--- config.mk ---
export PLATFORM = sky130hd
export DESIGN_NAME = mor_monitor_ov
export DESIGN_NICKNAME = d
export VERILOG_FILES = /design/src/mor_pkg.sv /design/src/mor_monitor_ov.sv
export VERILOG_INCLUDE_DIRS = /design/src
export SDC_FILE = /design/constraint.sdc
export NUM_CORES = 1
export LEC_CHECK = 0
export BUFFER_PORTS_ARGS = -buffer_cell sky130_fd_sc_hd__buf_4
export CORE_ASPECT_RATIO = 1.1
export CORE_MARGIN = 2
export CORE_UTILIZATION = 49
export CTS_CLUSTER_DIAMETER = 120
export DETAILED_ROUTE_END_ITERATION = 16
export GPL_ROUTABILITY_DRIVEN = 0
export PLACE_DENSITY = 0.72
export SETUP_SLACK_MARGIN = 0.05
export SYNTH_ARGS = -nofsm -noshare
export SYNTH_HDL_FRONTEND = slang
export SYNTH_SLANG_ARGS = --single-unit
export TNS_END_PERCENT = 30
--- constraint.sdc ---
create_clock -name clk_sys -period 8.1 [get_ports clk_sys]
set_input_delay 1.62 -clock clk_sys [delete_from_list [all_inputs] [get_ports clk_sys]]
set_output_delay 1.62 -clock clk_sys [all_outputs]
set_load 0.01 [all_outputs]
--- src/mor_defines.svh ---
`ifndef MOR_DEFINES_SVH
`define MOR_DEFINES_SVH

// Command codes and register reset
`define MOR_CMD_RESPONSE_CFG  8'hf8
`define MOR_RESPONSE_RESET    8'hbf
`define MOR_CMD_CLEAR_FAULTS  8'h03

// Field positions
`define MOR_ACT_HI            7
`define MOR_ACT_LO            6
`define MOR_RETRY_HI          5
`define MOR_RETRY_LO          3
`define MOR_DELAY_HI          2
`define MOR_DELAY_LO          0

// Response and retry codes
`define MOR_ACT_IGNORE        2'h0
`define MOR_ACT_SHUTDOWN      2'h2
`define MOR_ACT_HOLD          2'h3
`define MOR_RETRY_NONE        3'h0
`define MOR_RETRY_CONT        3'h7

// Threshold default, release and warning ratios (percent)
`define MOR_THRESH_RESET      16'hc266
`define MOR_RELEASE_PCT       95
`define MOR_WARN_PCT          90

// Retry unit: 35 ms at 100 MHz
`define MOR_CLK_MHZ           100
`define MOR_RETRY_UNIT_MS     35
`define MOR_RETRY_UNIT_CYC    (`MOR_RETRY_UNIT_MS * 1000 * `MOR_CLK_MHZ)

`endif

--- src/mor_pkg.sv ---
package mor_pkg;
    // Fault handling states
    typedef enum logic [1:0] {
        MOR_RUN     = 2'b00,
        MOR_OFF     = 2'b01,
        MOR_WAIT    = 2'b10,
        MOR_LATCHED = 2'b11
    } mor_state_t;

    typedef logic [7:0]  mor_byte_t;
    typedef logic [15:0] mor_word_t;
endpackage : mor_pkg

--- src/mor_monitor_ov.sv ---
// Overview of operation
// - One-byte global read/write response register at command F8h.
// - Response register resets to BFh.
// - Response code 00 ignores the fault; code 01 unused.
// - Active response pulls the alert line low and sets status bit.
// - Status bit stays set until the clear-faults command.
// - Code 10 disables output at once, then follows retry setting.
// - Code 11 holds output off until voltage below 95% of limit.
// - Retry setting 000 keeps output off until faults cleared.
// - Retry setting 111 restarts repeatedly until commanded off or other fault.
// - Each continuous restart waits for voltage below 95% of limit.
// - Restart spacing is (delay field plus one) times 35 ms.
// - Threshold comes from the monitor_overvoltage_threshold input; warning threshold is 90% of it.
`timescale 1ns/1ps
`default_nettype none
`include "mor_defines.svh"

module mor_monitor_ov #(
    parameter int unsigned RETRY_UNIT_CYC = `MOR_RETRY_UNIT_CYC
) (
    input  wire logic              clk_sys,
    input  wire logic              resetn,
    input  wire logic              cmd_wr,
    input  wire mor_pkg::mor_byte_t cmd_code,
    input  wire mor_pkg::mor_byte_t cmd_wdata,
    output logic                   cmd_rdata_valid,
    output mor_pkg::mor_byte_t     cmd_rdata,
    input  wire logic              cmd_rd,
    input  wire mor_pkg::mor_word_t monitor_overvoltage_threshold,
    input  wire mor_pkg::mor_word_t auxiliary_monitor_voltage,
    input  wire logic              meas_update,
    input  wire logic              commanded_on,
    input  wire logic              other_fault_off,
    output logic                   output_enable,
    output logic                   alert_output_line_n,
    output logic                   status_mon_ov_fault,
    output logic                   status_mon_ov_warn
);
    import mor_pkg::*;

    localparam int unsigned CW = $clog2(RETRY_UNIT_CYC * 8 + 1);

    // Magnitude compare with 100%, 95% and 90% scaling (same Linear-11 format)
    function automatic logic above_pct(input mor_word_t v,
                                       input mor_word_t lim,
                                       input logic [6:0] pct);
        logic [22:0] lhs;
        logic [22:0] rhs;
        lhs = 23'(v) * 23'd100;
        rhs = 23'(lim) * 23'(pct);
        return lhs > rhs;
    endfunction : above_pct

    mor_byte_t   cfg_r;
    mor_state_t  state_r;
    mor_state_t  state_nxt;
    logic [CW-1:0] timer_r;
    logic [CW-1:0] timer_nxt;
    logic        fault_r;
    logic        warn_r;
    logic        alert_n_r;
    logic        oe_r;
    logic        rvalid_r;
    mor_byte_t   rdata_r;
    logic        over_r;
    logic        below_r;

    // Field decode
    wire logic [1:0] act   = cfg_r[`MOR_ACT_HI:`MOR_ACT_LO];
    wire logic [2:0] retry = cfg_r[`MOR_RETRY_HI:`MOR_RETRY_LO];
    wire logic [2:0] delay = cfg_r[`MOR_DELAY_HI:`MOR_DELAY_LO];
    wire logic cfg_hit   = cmd_code == `MOR_CMD_RESPONSE_CFG;
    wire logic clr_cmd   = cmd_wr && cmd_code == `MOR_CMD_CLEAR_FAULTS;
    wire logic active    = act == `MOR_ACT_SHUTDOWN || act == `MOR_ACT_HOLD;
    wire logic fault_evt = meas_update && active &&
                           above_pct(auxiliary_monitor_voltage,
                                     monitor_overvoltage_threshold,
                                     7'd100);
    wire logic warn_evt  = meas_update &&
                           above_pct(auxiliary_monitor_voltage,
                                     monitor_overvoltage_threshold,
                                     7'(`MOR_WARN_PCT));
    wire logic [CW-1:0] retry_cyc =
        CW'((32'(delay) + 32'd1) * RETRY_UNIT_CYC);
    wire logic stop = !commanded_on || other_fault_off;

    // Register write and readback
    always_ff @(posedge clk_sys or negedge resetn) begin
        if (!resetn) begin
            cfg_r    <= `MOR_RESPONSE_RESET;
            rvalid_r <= 1'b0;
            rdata_r  <= 8'h00;
        end else begin
            if (cmd_wr && cfg_hit) cfg_r <= cmd_wdata;
            rvalid_r <= cmd_rd && cfg_hit;
            rdata_r  <= (cmd_rd && cfg_hit) ? cfg_r : 8'h00;
        end
    end

    // Sticky status, set wins over clear
    always_ff @(posedge clk_sys or negedge resetn) begin
        if (!resetn) begin
            fault_r <= 1'b0;
            warn_r  <= 1'b0;
            alert_n_r <= 1'b1;
        end else begin
            fault_r <= fault_evt || (fault_r && !clr_cmd);
            warn_r  <= warn_evt || (warn_r && !clr_cmd);
            // Alert kept in flop as active low, so the pin is a flop
            alert_n_r <= !(fault_evt || (!alert_n_r && !clr_cmd));
        end
    end

    // Measurement flags held between updates
    always_ff @(posedge clk_sys or negedge resetn) begin
        if (!resetn) begin
            over_r  <= 1'b0;
            below_r <= 1'b1;
        end else if (meas_update) begin
            over_r  <= above_pct(auxiliary_monitor_voltage,
                                 monitor_overvoltage_threshold, 7'd100);
            below_r <= !above_pct(auxiliary_monitor_voltage,
                                  monitor_overvoltage_threshold,
                                  7'(`MOR_RELEASE_PCT));
        end
    end

    // Response state machine
    always_comb begin
        state_nxt = state_r;
        timer_nxt = (timer_r != '0) ? timer_r - CW'(1) : timer_r;
        case (state_r)
            MOR_RUN: begin
                if (fault_evt) begin
                    state_nxt = (act == `MOR_ACT_HOLD) ? MOR_OFF :
                                (retry == `MOR_RETRY_CONT) ? MOR_WAIT :
                                MOR_LATCHED;
                    // Load one short: zero is the gap's last cycle
                    timer_nxt = retry_cyc - CW'(1);
                end
            end
            MOR_OFF: begin
                if (below_r && !over_r) state_nxt = MOR_RUN;
            end
            MOR_WAIT: begin
                if (stop) state_nxt = MOR_LATCHED;
                else if (timer_r == '0 && below_r) begin
                    state_nxt = MOR_RUN;
                end
            end
            MOR_LATCHED: begin
                if (clr_cmd) state_nxt = MOR_RUN;
            end
            default: state_nxt = MOR_RUN;
        endcase
    end

    // State, timer and output enable
    always_ff @(posedge clk_sys or negedge resetn) begin
        if (!resetn) begin
            state_r <= MOR_RUN;
            timer_r <= '0;
            oe_r    <= 1'b0;
        end else begin
            state_r <= state_nxt;
            timer_r <= timer_nxt;
            oe_r    <= state_nxt == MOR_RUN && commanded_on;
        end
    end

    assign output_enable       = oe_r;
    assign alert_output_line_n = alert_n_r;
    assign status_mon_ov_fault = fault_r;
    assign status_mon_ov_warn  = warn_r;
    assign cmd_rdata_valid     = rvalid_r;
    assign cmd_rdata           = rdata_r;
endmodule : mor_monitor_ov
`default_nettype wire

Word-level counts from Yosys, hierarchy flattened
Cells that the tools add are included.
- $add $sub $neg: 3
- multipliers: 5
- $lt $le $gt $ge: 3
- mux-type cells: 12
- equal/unequal tests: 8
- reduce and logical (&&, ||, !) cells: 27
- operator list (kind ; number):
    $mux 25 ; 3
    $gt 23x23->1 ; 3
    $sub 25x1->25 const B ; 2
    $mul 16x5->21 const B ; 2
    $logic_not 25->1 ; 1
    $reduce_bool 25->1 ; 1
    $mul 16x7->23 const B ; 1
    $mul 16x6->22 const B ; 1
    $mul 4x17->20 const B ; 1
    $logic_and 1x1->1 ; 12
    $mux 2 ; 6
    $eq 2x2->1 const B ; 4
    $eq 8x2->1 const B ; 1
    $eq 8x8->1 const B ; 1
    $mux 8 ; 1
    $pmux 2 s4 ; 1
    $logic_not 1->1 ; 6
    $logic_or 1x1->1 ; 5
    $add 3x1->4 const B ; 1
    $logic_not 2->1 ; 2
    $eq 3x3->1 const B ; 1
    $eq 2x1->1 const B ; 1
    $mux 1 ; 1
- bits in registers: 50
- input bits: 55

Depth between registers and ports, before layout
Gate-level depths: netlist of run 1.
- word-level depth: 8
- gate-level depth with buffers: 28

Worst setup path before layout of run 1
No wires, ideal clock.
- path kind: input-to-reg
- start: input monitor_overvoltage_threshold[5]
- end: register below_r
- library setup time: 0.094 ns
- required time: 8.006 ns
- setup slack: 0.860 ns
- stages on the path: 27
- arrival: 7.146 ns
- buffers on the path: 0
- path through: inv_1 > fa_1 > fa_1 > inv_1 > fa_1 > inv_1 > fa_1 > inv_1 > ha_1 > o21ai_0 > nor2b_1 > o41ai_1 > nand2_1 > nand2b_1 > a21oi_1 > xor2_1 > ha_1 > nand3_1 > nor2_1 > a221oi_1 > nand2_1 > nand3_1 > mux2_2 > nand4_1 > nor2b_1 > maj3_1 > a311oi_1
- word-level cells in the longest chain between the ends: 3
- RTL lines (element ; line ; source):
    start, declared ; mor_monitor_ov.sv:29 ; input wire mor_pkg::mor_word_t monitor_overvoltage_threshold,
    $mul 16x7->23 ; mor_monitor_ov.sv:50 ; rhs = 23'(lim) * 23'(pct);
    $gt 23x23->1 ; mor_monitor_ov.sv:51 ; return lhs > rhs;
    $logic_not 1->1 ; mor_monitor_ov.sv:122 ; below_r <= !above_pct(auxiliary_monitor_voltage,
    end signal, assigned ; mor_monitor_ov.sv:122 ;
    end, declared ; mor_monitor_ov.sv:66 ; logic below_r;
No other way between the ends.
A chain may end at the register's enable or synchronous reset.

Worst setup path in the final report of run 1
Ends and elaborated chain as after synthesis.

==> reports/summary.txt, run 1 <==
Post-synthesis xor/xnor area fraction: 8.422%
Final core utilization: 53.60%
Post-Synth Adder-Cell Area: 43.85%
RSZ-0062 raised after global routing: no
Final #Nets: 1903
Cell Int Power: 1.887 mW
PnR worst setup slack: 0.5598 ns
CORE AREA: 25110 sq um
Worst-path clk slew: 0.07 ns
Initial DRC count: 405
CTS Root Cell: clkbuf_16
Post-synthesis mux area share: 2.622%
Largest family of logic cells by synthesized area: adder cells
Synth Area in Simple Gates: 12.28%
Tcrit/Tclk final: 93.09%
Clock power frac: 6.1%
Status: completed
Sw frac: 51.83%
Global-route wire length before repair: 47310 um
Vias: 9746
Syn. warnings: 0
Yosys reg bits: 50
Routed Antenna Nets: 0
WP data required: 8.30 ns
Dpl hpwl: 24630 um
Clock Sinks: 50
Synth top area share: 26.83%
Fmax achieved: 132.6 MHz
Leak: 7.066 nW
Most frequent cell after synthesis: inv_1
Starting density of the core: 49.40%
Pins Over Slew Limit: 0
CP max FO: 6
# H-tree levels: 2
Hold WC Path Type: reg -> reg
Clk_lat worst skew: 0.28 ns
Die Span X: 155.7 um
Tmin final: 7.540 ns
DR DRC count: 0
Seq/Total Area, Yosys: 10.18%
Via density: 5.439
Final hold vios: 0
Max_slew headroom: 27.88%
Post-synth EDFFs: 0
Power Density: 291.1 nW/um^2
Fin cells: 1792
CP Launch Type: primary input
Synth Instances: 1407
Critical Path Sink Type: flop
DRT Wirelength: 28060 um
Area delta synth->final: 8.493%
Predominant post-synthesis flop cell: dfrtp_1
Psw: 2.030 mW
Site Rows: 61
DP Cell Count: 1785
Max IR drop VDD: 0.0001782 V
CP arrival: 7.74 ns
Port Buf Inserts: 67
Clock Skews: 0.006733 ns
Share of cells above drive strength 1: 8.260%
Detailed Routing Iterations Pass 1: 5
Commonest cells in the netlist: inv_1, ha_1, fa_1
CTS tree: yes
WHS Path Cells: 2
GRT Overall Usage: 21.60%
Post-synthesis compound-gate area fraction: 13.16%
DIE AREA: 26610 sq um
Logic gate share of total power: 84.7%
Maximum clock path buffer count: 2
Yosys top cell by area: ha_1
Pin count of the biggest net entering global routing: 51
Vias in the first global route: 10.16k
Kind of critical path: in -> reg
Boundary Pins: 68
DR WL/cell: 15.66 um
Top area cells in the synthesized netlist: ha_1, fa_1, inv_1
Max-capacitance violation count: 0
Syn Nets: 1833
Placement Setup Slack: 0.1243 ns
TritonCTS buffer count: 5
Tot Pwr: 3.917 mW
Post-Syn Area: 12410 sq um
Die Span Y: 170.9 um
Diode count: 0
Endpoints failing setup: 0
Async S/R FF share, synth: 100.0%
Gr ovfl total: 0
Post-CTS setup-driven buffer insertion count: 0
Initial antenna violation count: 0
Synth cell types: 78
Worst-Margin Slew: 1.072 ns
Total Neg Setup Slack: 0 ns
Syn Area/Cell: 8.817 sq um
Worst r2r path cells: 18
Seq pwr share: 9.2%
kinds of logic after synthesis:
logic type / count (synthesis)
adders and majority gates: 372
buffers and inverters: 308
and+or+nand+nor: 287
AOI/OAI and AO/OA: 243
xor gates and xnor gates: 116
DFF: 50
muxes: 31
layout by cell type, fill, tap and decap left out, drive strengths merged, types with 19 or more instances in the layout:
cell type / n
inv: 300
ha: 266
fa: 105
buf: 71
a21oi: 71
xnor2: 68
nor2: 62
nand2: 52
xor2: 47
dfrtp: 41
o21ai: 37
a21o: 30
nand2b: 27
nor3: 25
nand3: 21
mux2i: 19
per-layer routing:
metal | routed length, um | GRT usage [%]
met1 | 12690 | 27.65
met5 | 0 | 0
met4 | 510 | 3.909
met2 | 14060 | 40.55
met3 | 789 | 1.165
power groups by stage:
stage	sequential [mW]	clock, mW	combinational, mW
after floorplan	0.351	0	2.49
after global placement	0.361	0	3.16
after detailed placement	0.362	0	3.27
after CTS	0.359	0.242	3.29
after global routing	0.367	0.251	3.74
final	0.360	0.238	3.32
area by class of cell:
type                    count  area [sq um]
well taps                 315         394.1
multi-input cells        1049          9975
flip-flops and latches     50          1262
clock buffers               6         138.9
clock inverters             1         30.03
repair buffers             71         533.0
inverters                 300          1126
fillers                  2329         11650
through the flow:
| step | hold WS (ns) | cell area (sq um) |
|---|---|---|
| after floorplan | 0.4858 | 12410 |
| after global placement | 0.5246 | 13280 |
| after CTS | 0.5333 | 13450 |
| after detailed placement | 0.5235 | 13280 |
| after global routing | 0.5440 | 13460 |
| final | 0.5292 | 13460 |
flip-flops by register name (all words and copies together) (netlist names):
register             cells
cmd_rdata                8
below_r                  1
cfg_r                    8
state_r                  2
alert_output_line_n      1
timer_r                 25
over_r                   1
cmd_rdata_valid          1
output_enable            1
status_mon_ov_fault      1
status_mon_ov_warn       1
critical path, stage by stage:
cell	delay, ns
buf_4	0.14
inv_1	0.21
fa_1	0.48
fa_1	0.49
inv_1	0.05
fa_1	0.53
inv_1	0.05
fa_1	0.50
inv_1	0.05
ha_1	0.32
o21ai_0	0.13
nor2b_1	0.17
o41ai_2	0.47
nand2_1	0.16
nand2b_1	0.10
a21oi_1	0.07
xor2_1	0.15
ha_1	0.31
nand3_1	0.16
nor2_1	0.07
a221oi_1	0.28
nand2_1	0.13
nand3_1	0.09
mux2_2	0.15
nand4_1	0.08
nor2b_1	0.15
maj3_1	0.37
a311oi_1	0.26
path summary, 6_finish.rpt:
kind / startpoint / endpoint / slack, ns
setup reg to reg: cfg_r[0] / timer_r[23] / 2.05
min in group asynchronous: resetn / timer_r[18] / 1.36
setup / recovery: monitor_overvoltage_threshold[5] / below_r / 0.56
max in group asynchronous: resetn / cmd_rdata[5] / 6.34
hold / removal: below_r / below_r / 0.53
hold reg to reg: below_r / below_r / 0.53
repair_timing:
action,4_1_cts,5_1_grt
resized for setup,0,1
endpoints found under the setup margin,0,1
hold buffers,0,0
Note: power is estimated with default switching activity, not from simulation.
==> run 2: changes to the inputs <==
--- a/config.mk
+++ b/config.mk
@@ -13,7 +13,8 @@
 export CTS_CLUSTER_DIAMETER = 120
 export DETAILED_ROUTE_END_ITERATION = 16
 export GPL_ROUTABILITY_DRIVEN = 0
-export PLACE_DENSITY = 0.72
+export PLACE_DENSITY = 0.69
+export REMOVE_ABC_BUFFERS = 1
 export SETUP_SLACK_MARGIN = 0.05
 export SYNTH_ARGS = -nofsm -noshare
 export SYNTH_HDL_FRONTEND = slang
==> reports/summary.txt, run 2 (same netlist as run 1, synthesis figures left out) <==
Status: completed
Clock Sinks: 50 (unchanged)
Min Hold Slack: 0.5331 ns (+0.003847 ns)
Tcrit/Tclk final: 93.03% (about the same)
Max reg flops: 25 (unchanged)
Kind of critical path: in -> reg
Power Density: 289.1 nW/um^2 (-0.67%)
GR Util met3: 1.646% (+0.48 points)
Worst-path clk slew: 0.07 ns (about the same)
Busiest grt layer: met2
GRT met2 Usage: 39.69% (-0.87 points)
Vias: 9715 (-0.32%)
Pin count of the biggest net entering global routing: 51 (unchanged)
Maximum clock path buffer count: 2 (unchanged)
Dpl hpwl: 24670 um (+0.17%)
DRT Wirelength: 27900 um (-0.56%)
Met1 GRT Util: 27.78% (+0.13 points)
Die Span X: 155.7 um (unchanged)
Hold WC Path Type: reg -> reg
Pins Over Slew Limit: 0 (unchanged)
Via density: 5.415 (-0.43%)
DR DRC count: 0 (unchanged)
CP Launch Type: primary input
Vias in the first global route: 9804 (-3.5%)
CTS tree: yes
Site Rows: 61 (unchanged)
CP max FO: 5 (-1)
Global-route wire length before repair: 46410 um (-1.9%)
Tot Pwr: 3.893 mW (-0.62%)
Endpoints failing setup: 0 (unchanged)
Port Buf Inserts: 67 (unchanged)
Final hold vios: 0 (unchanged)
Initial DRC count: 540 (+33%)
Gr ovfl total: 0 (unchanged)
CTS Root Cell: clkbuf_16
CP arrival: 7.73 ns (about the same)
Commonest non-fill, non-tap cells in the layout: inv_1, ha_1, fa_1, buf_4, a21oi_1
DIE AREA: 26610 sq um (unchanged)
# H-tree levels: 2 (unchanged)
CORE AREA: 25110 sq um (unchanged)
Boundary Pins: 68 (unchanged)
Post-CTS Hold Buffers: 0 (unchanged)
Most common cell after layout, fill and taps aside: inv_1
Detailed Routing Iterations Pass 1: 7 (+2)
Critical Path Sink Type: flop
DP Cell Count: 1786 (+0.056%)
Fmax achieved: 132.7 MHz (about the same)
Initial antenna violation count: 1 (+1)
Max-capacitance violation count: 0 (unchanged)
RSZ-0062 raised after global routing: no
Clock Skews: 0.007178 ns (+0.0004451 ns)
Leak: 7.072 nW (about the same)
Fin cells: 1794 (+0.11%)
Final #Nets: 1904 (+0.053%)
Fillers: 2312 (-0.73%)
GRT Overall Usage: 21.39% (-0.21 points)
Max IR drop VDD: 0.0001803 V (+1.2%)
Share of cells above drive strength 1: 8.384% (+0.12 points)
Clk_lat worst skew: 0.29 ns (about the same)
Area delta synth->final: 8.553% (about the same)
Routed Antenna Nets: 0 (unchanged)
Tmin final: 7.535 ns (-0.004687 ns)
WP data required: 8.30 ns (about the same)
Starting density of the core: 49.40% (unchanged)
Worst-Margin Slew: 1.101 ns (+0.02855 ns)
Most flop-heavy register: timer_r
DR WL/cell: 15.55 um (-0.67%)
TritonCTS buffer count: 5 (unchanged)
Max_slew headroom: 25.96% (-1.9 points)
Diode count: 0 (unchanged)
Total Neg Setup Slack: 0 ns (unchanged)
Die Span Y: 170.9 um (unchanged)
-- run 2: routing by layer --
layer | routed length (um) | vias to the layer above
met5 | 13 | -
met4 | 365 | 2
met3 | 937 | 26
met2 | 14090 | 153
met1 | 12500 | 4658
li1 | - | 4876
-- run 2: path summary, 6_finish.rpt --
check / startpoint / end / slack, ns / cells past startpoint
max in group asynchronous: resetn / timer_r[16] / 6.31 / 1
min: below_r / below_r / 0.53 / 2
min in group asynchronous: resetn / timer_r[10] / 1.34 / 1
max: monitor_overvoltage_threshold[7] / below_r / 0.56 / 28
min reg2reg: below_r / below_r / 0.53 / 2
max reg2reg: cfg_r[0] / timer_r[24] / 2.14 / 18
-- run 2: area by class of cell --
type | instances | area, sq um | area share, %
clock buffer | 5 | 125.1 | 0.9291
clock inverter | 3 | 43.79 | 0.3252
inverter | 300 | 1126 | 8.362
multi-input combinational | 1049 | 9975 | 74.07
sequential | 50 | 1262 | 9.375
tap | 315 | 394.1 | 2.927
timing repair buffer | 72 | 540.5 | 4.014
-- run 2: power breakdown --
part / internal, mW / switching, mW / leakage [nW] / total [mW]
clock: 0.146 / 0.0938 / 0.0842 / 0.240
combinational: 1.43 / 1.87 / 6.43 / 3.29
sequential: 0.307 / 0.0517 / 0.559 / 0.359
-- run 2: stage by stage --
step / area (sq um) / utilization (%) / worst slack, ns
5_1_grt: 13470 / 53.63 / 0.2089
4_1_cts: 13460 / 53.60 / 0.4574
2_1_floorplan: 12360 / - / 0.7962
3_5_place_dp: 13290 / 52.93 / 0.1799
6_report: 13470 / 53.63 / 0.5645
3_3_place_gp: 13290 / 52.93 / 0.3206
-- run 2: critical path, stage by stage --
cell      delay [ns]
buf_4           0.13
inv_1           0.25
fa_1            0.47
inv_1           0.08
fa_1            0.45
fa_1            0.55
inv_1           0.05
fa_1            0.49
inv_1           0.05
ha_1            0.21
or3_1           0.41
a21oi_1         0.26
o41ai_2         0.14
nand2_1         0.12
nand2b_1        0.06
a21oi_1         0.17
xor2_1          0.16
ha_1            0.27
nand3_1         0.16
nor2_1          0.07
a221oi_1        0.28
nand2_1         0.14
nand3_1         0.12
mux2_2          0.16
nand4_1         0.08
nor2b_1         0.15
maj3_1          0.36
a311oi_1        0.26
-- run 2: what timing repair did --
item                       4_1_cts  5_1_grt
resized for setup                0        1
setup endpoints to repair        0        1
setup buffers                    0        0
==> run 3: changes to the inputs <==
--- a/config.mk
+++ b/config.mk
@@ -11,9 +11,10 @@
 export CORE_MARGIN = 2
 export CORE_UTILIZATION = 49
 export CTS_CLUSTER_DIAMETER = 120
+export CTS_CLUSTER_SIZE = 30
 export DETAILED_ROUTE_END_ITERATION = 16
 export GPL_ROUTABILITY_DRIVEN = 0
-export PLACE_DENSITY = 0.69
+export PLACE_DENSITY = 0.7
 export REMOVE_ABC_BUFFERS = 1
 export SETUP_SLACK_MARGIN = 0.05
 export SYNTH_ARGS = -nofsm -noshare
==> reports/summary.txt, run 3 (same netlist as run 1, synthesis figures left out) <==
DR WL/cell: 15.52 um (-0.22%)
GRT Overall Usage: 21.51% (+0.11 points)
PnR worst setup slack: 0.6945 ns (+0.1300 ns)
Most common cell after layout, fill and taps aside: inv_1
HP Start: cfg_r[4]
R2r startpoint: cfg_r[0]
TritonCTS buffer count: 5 (unchanged)
Cell Int Power: 1.879 mW (about the same)
Fin cells: 1791 (-0.17%)
Dpl hpwl: 24310 um (-1.4%)
Most flop-heavy register: timer_r
Starting density of the core: 49.40% (unchanged)
Critical Path Sink Type: flop
Boundary Pins: 68 (unchanged)
Area delta synth->final: 8.422%
CP arrival: 7.61 ns (-0.12 ns)
Clk_lat worst skew: 0.30 ns (about the same)
WHS Path Cells: 1 (-1)
Site Rows: 61 (unchanged)
Initial DRC count: 342 (-37%)
DRT Wirelength: 27790 um (-0.38%)
Worst-Margin Slew: 1.100 ns (-0.0003884 ns)
Max IR drop VDD: 0.0001835 V (+1.8%)
CP max stage cell: fa_1
Endpoints failing setup: 0 (unchanged)
DP Cell Count: 1783 (-0.17%)
Hold WC Path Type: reg -> reg
CP Launch Type: primary input
Vias in the first global route: 9997 (+2.0%)
Busiest grt layer: met2
Clock Skews: 0.008482 ns (+0.001304 ns)
Diode count: 0 (unchanged)
Pins Over Slew Limit: 0 (unchanged)
Final #Nets: 1901 (-0.16%)
Worst-path clk slew: 0.07 ns (about the same)
CTS Root Cell: clkbuf_16
FF-to-FF End: timer_r[21]
GR Util met3: 1.292% (-0.35 points)
RSZ-0062 raised after global routing: no
Max-capacitance violation count: 0 (unchanged)
Fmax achieved: 135.0 MHz (+1.8%)
Pin count of the biggest net entering global routing: 51 (unchanged)
Worst r2r path cells: 18 (unchanged)
Global-route wire length before repair: 47060 um (+1.4%)
Routed Antenna Nets: 0 (unchanged)
GRT met2 Usage: 39.73% (about the same)
Tmin final: 7.406 ns (-0.1300 ns)
Clock power frac: 6.2% (about the same)
Slowest stage delay, CP: 0.53 ns (-0.02 ns)
CTS tree: yes
Logic gate share of total power: 84.5% (about the same)
End of the worst hold path: cmd_rdata[4]
Maximum clock path buffer count: 2 (unchanged)
Max reg flops: 25 (unchanged)
DR DRC count: 0 (unchanged)
Clock Sinks: 50 (unchanged)
Met1 GRT Util: 28.45% (+0.67 points)
Detailed Routing Iterations Pass 1: 5 (-2)
Gr ovfl total: 0 (unchanged)
Design Area, Final: 13450 sq um (-0.12%)
DIE AREA: 26610 sq um (unchanged)
CORE AREA: 25110 sq um (unchanged)
Seq pwr share: 9.3% (about the same)
Worst reg2reg setup slack: 2.15 ns (about the same)
WP data required: 8.31 ns (about the same)
Die Span X: 155.7 um (unchanged)
CP max FO: 6 (+1)
Vias: 9736 (+0.22%)
Final hold vios: 0 (unchanged)
Post-CTS setup-driven buffer insertion count: 0 (unchanged)
Total Neg Setup Slack: 0 ns (unchanged)
Power Density: 289.4 nW/um^2 (+0.11%)
Max_slew headroom: 25.98% (+0.026 points)
Via density: 5.436 (+0.38%)
Commonest non-fill, non-tap cells in the layout: inv_1, ha_1, fa_1, a21oi_1, buf_4
Psw: 2.013 mW (about the same)
Tcrit/Tclk final: 91.43% (-1.6 points)
Leak: 7.052 nW (-0.28%)
Port Buf Inserts: 67 (unchanged)
Die Span Y: 170.9 um (unchanged)
Placement Setup Slack: 0.2257 ns (+0.04588 ns)
Status: completed
Sw frac: 51.72% (about the same)
Share of cells above drive strength 1: 8.062% (-0.32 points)
Initial antenna violation count: 0 (-1)
Placed cell area: 13280 sq um (about the same)
Kind of critical path: in -> reg
# H-tree levels: 2 (unchanged)
Min Hold Slack: 0.5365 ns (+0.003481 ns)
run 3: cell types whose count changed in the layout (fill, tap and decap cells not counted):
cell,delta
buf_12,+1
buf_4,-4
clkbuf_1,+2
clkinv_2,-1
inv_6,-1
run 3: repair_timing:
action,4_1_cts,5_1_grt
gates resized for setup,0,1
endpoints found under the setup margin,0,1
hold buffers,0,0
run 3: power by group through the flow:
| stage | Sequential [mW] | Clock (mW) | Combinational, mW |
|---|---|---|---|
| 3_5_place_dp | 0.363 | 0 | 3.24 |
| 4_1_cts | 0.360 | 0.243 | 3.26 |
| 5_1_grt | 0.367 | 0.251 | 3.71 |
| 6_report | 0.360 | 0.242 | 3.29 |
| 2_1_floorplan | 0.351 | 0 | 2.49 |
| 3_3_place_gp | 0.362 | 0 | 3.16 |
run 3: layout make-up:
| type | count | area (sq um) |
|---|---|---|
| clock buffers | 7 | 132.6 |
| repair buffers | 69 | 530.5 |
| multi-input cells | 1049 | 9975 |
| clock inverters | 1 | 30.03 |
| inverters | 300 | 1126 |
| flip-flops and latches | 50 | 1262 |
| fillers | 2324 | 11660 |
| well taps | 315 | 394.1 |
run 3: worst max-delay path by stage:
stage	startpoint	to	slack, ns	depth (start not counted)
finish	monitor_overvoltage_threshold[5]	below_r	0.69	28
global route	monitor_overvoltage_threshold[8]	below_r	0.20	29
CTS	monitor_overvoltage_threshold[7]	below_r	0.53	28
detailed placement	monitor_overvoltage_threshold[5]	below_r	0.23	28
global placement	monitor_overvoltage_threshold[7]	below_r	0.33	28
floorplan	auxiliary_monitor_voltage[2]	timer_r[13]	0.80	22
run 3: per-stage QoR:
stage	util, %	power [mW]
2_1_floorplan	-	2.838
4_1_cts	53.54	3.865
3_3_place_gp	52.89	3.521
5_1_grt	53.57	4.323
3_5_place_dp	52.89	3.603
6_report	53.57	3.893
run 3: per-layer routing:
layer,share of wire (%),up-vias
li1,-,4869
met1,47,4703
met2,50,140
met3,2.3,24
met4,1.1,0
met5,0,-
run 3: critical path: cells and delay by family:
| family | cells | cell delay [ns] |
|---|---|---|
| compound gates | 5 | 1.17 |
| xor+xnor | 1 | 0.14 |
| fa+ha+maj | 7 | 2.98 |
| buf+inv | 5 | 0.49 |
| mux | 1 | 0.15 |
| simple gates | 9 | 1.07 |
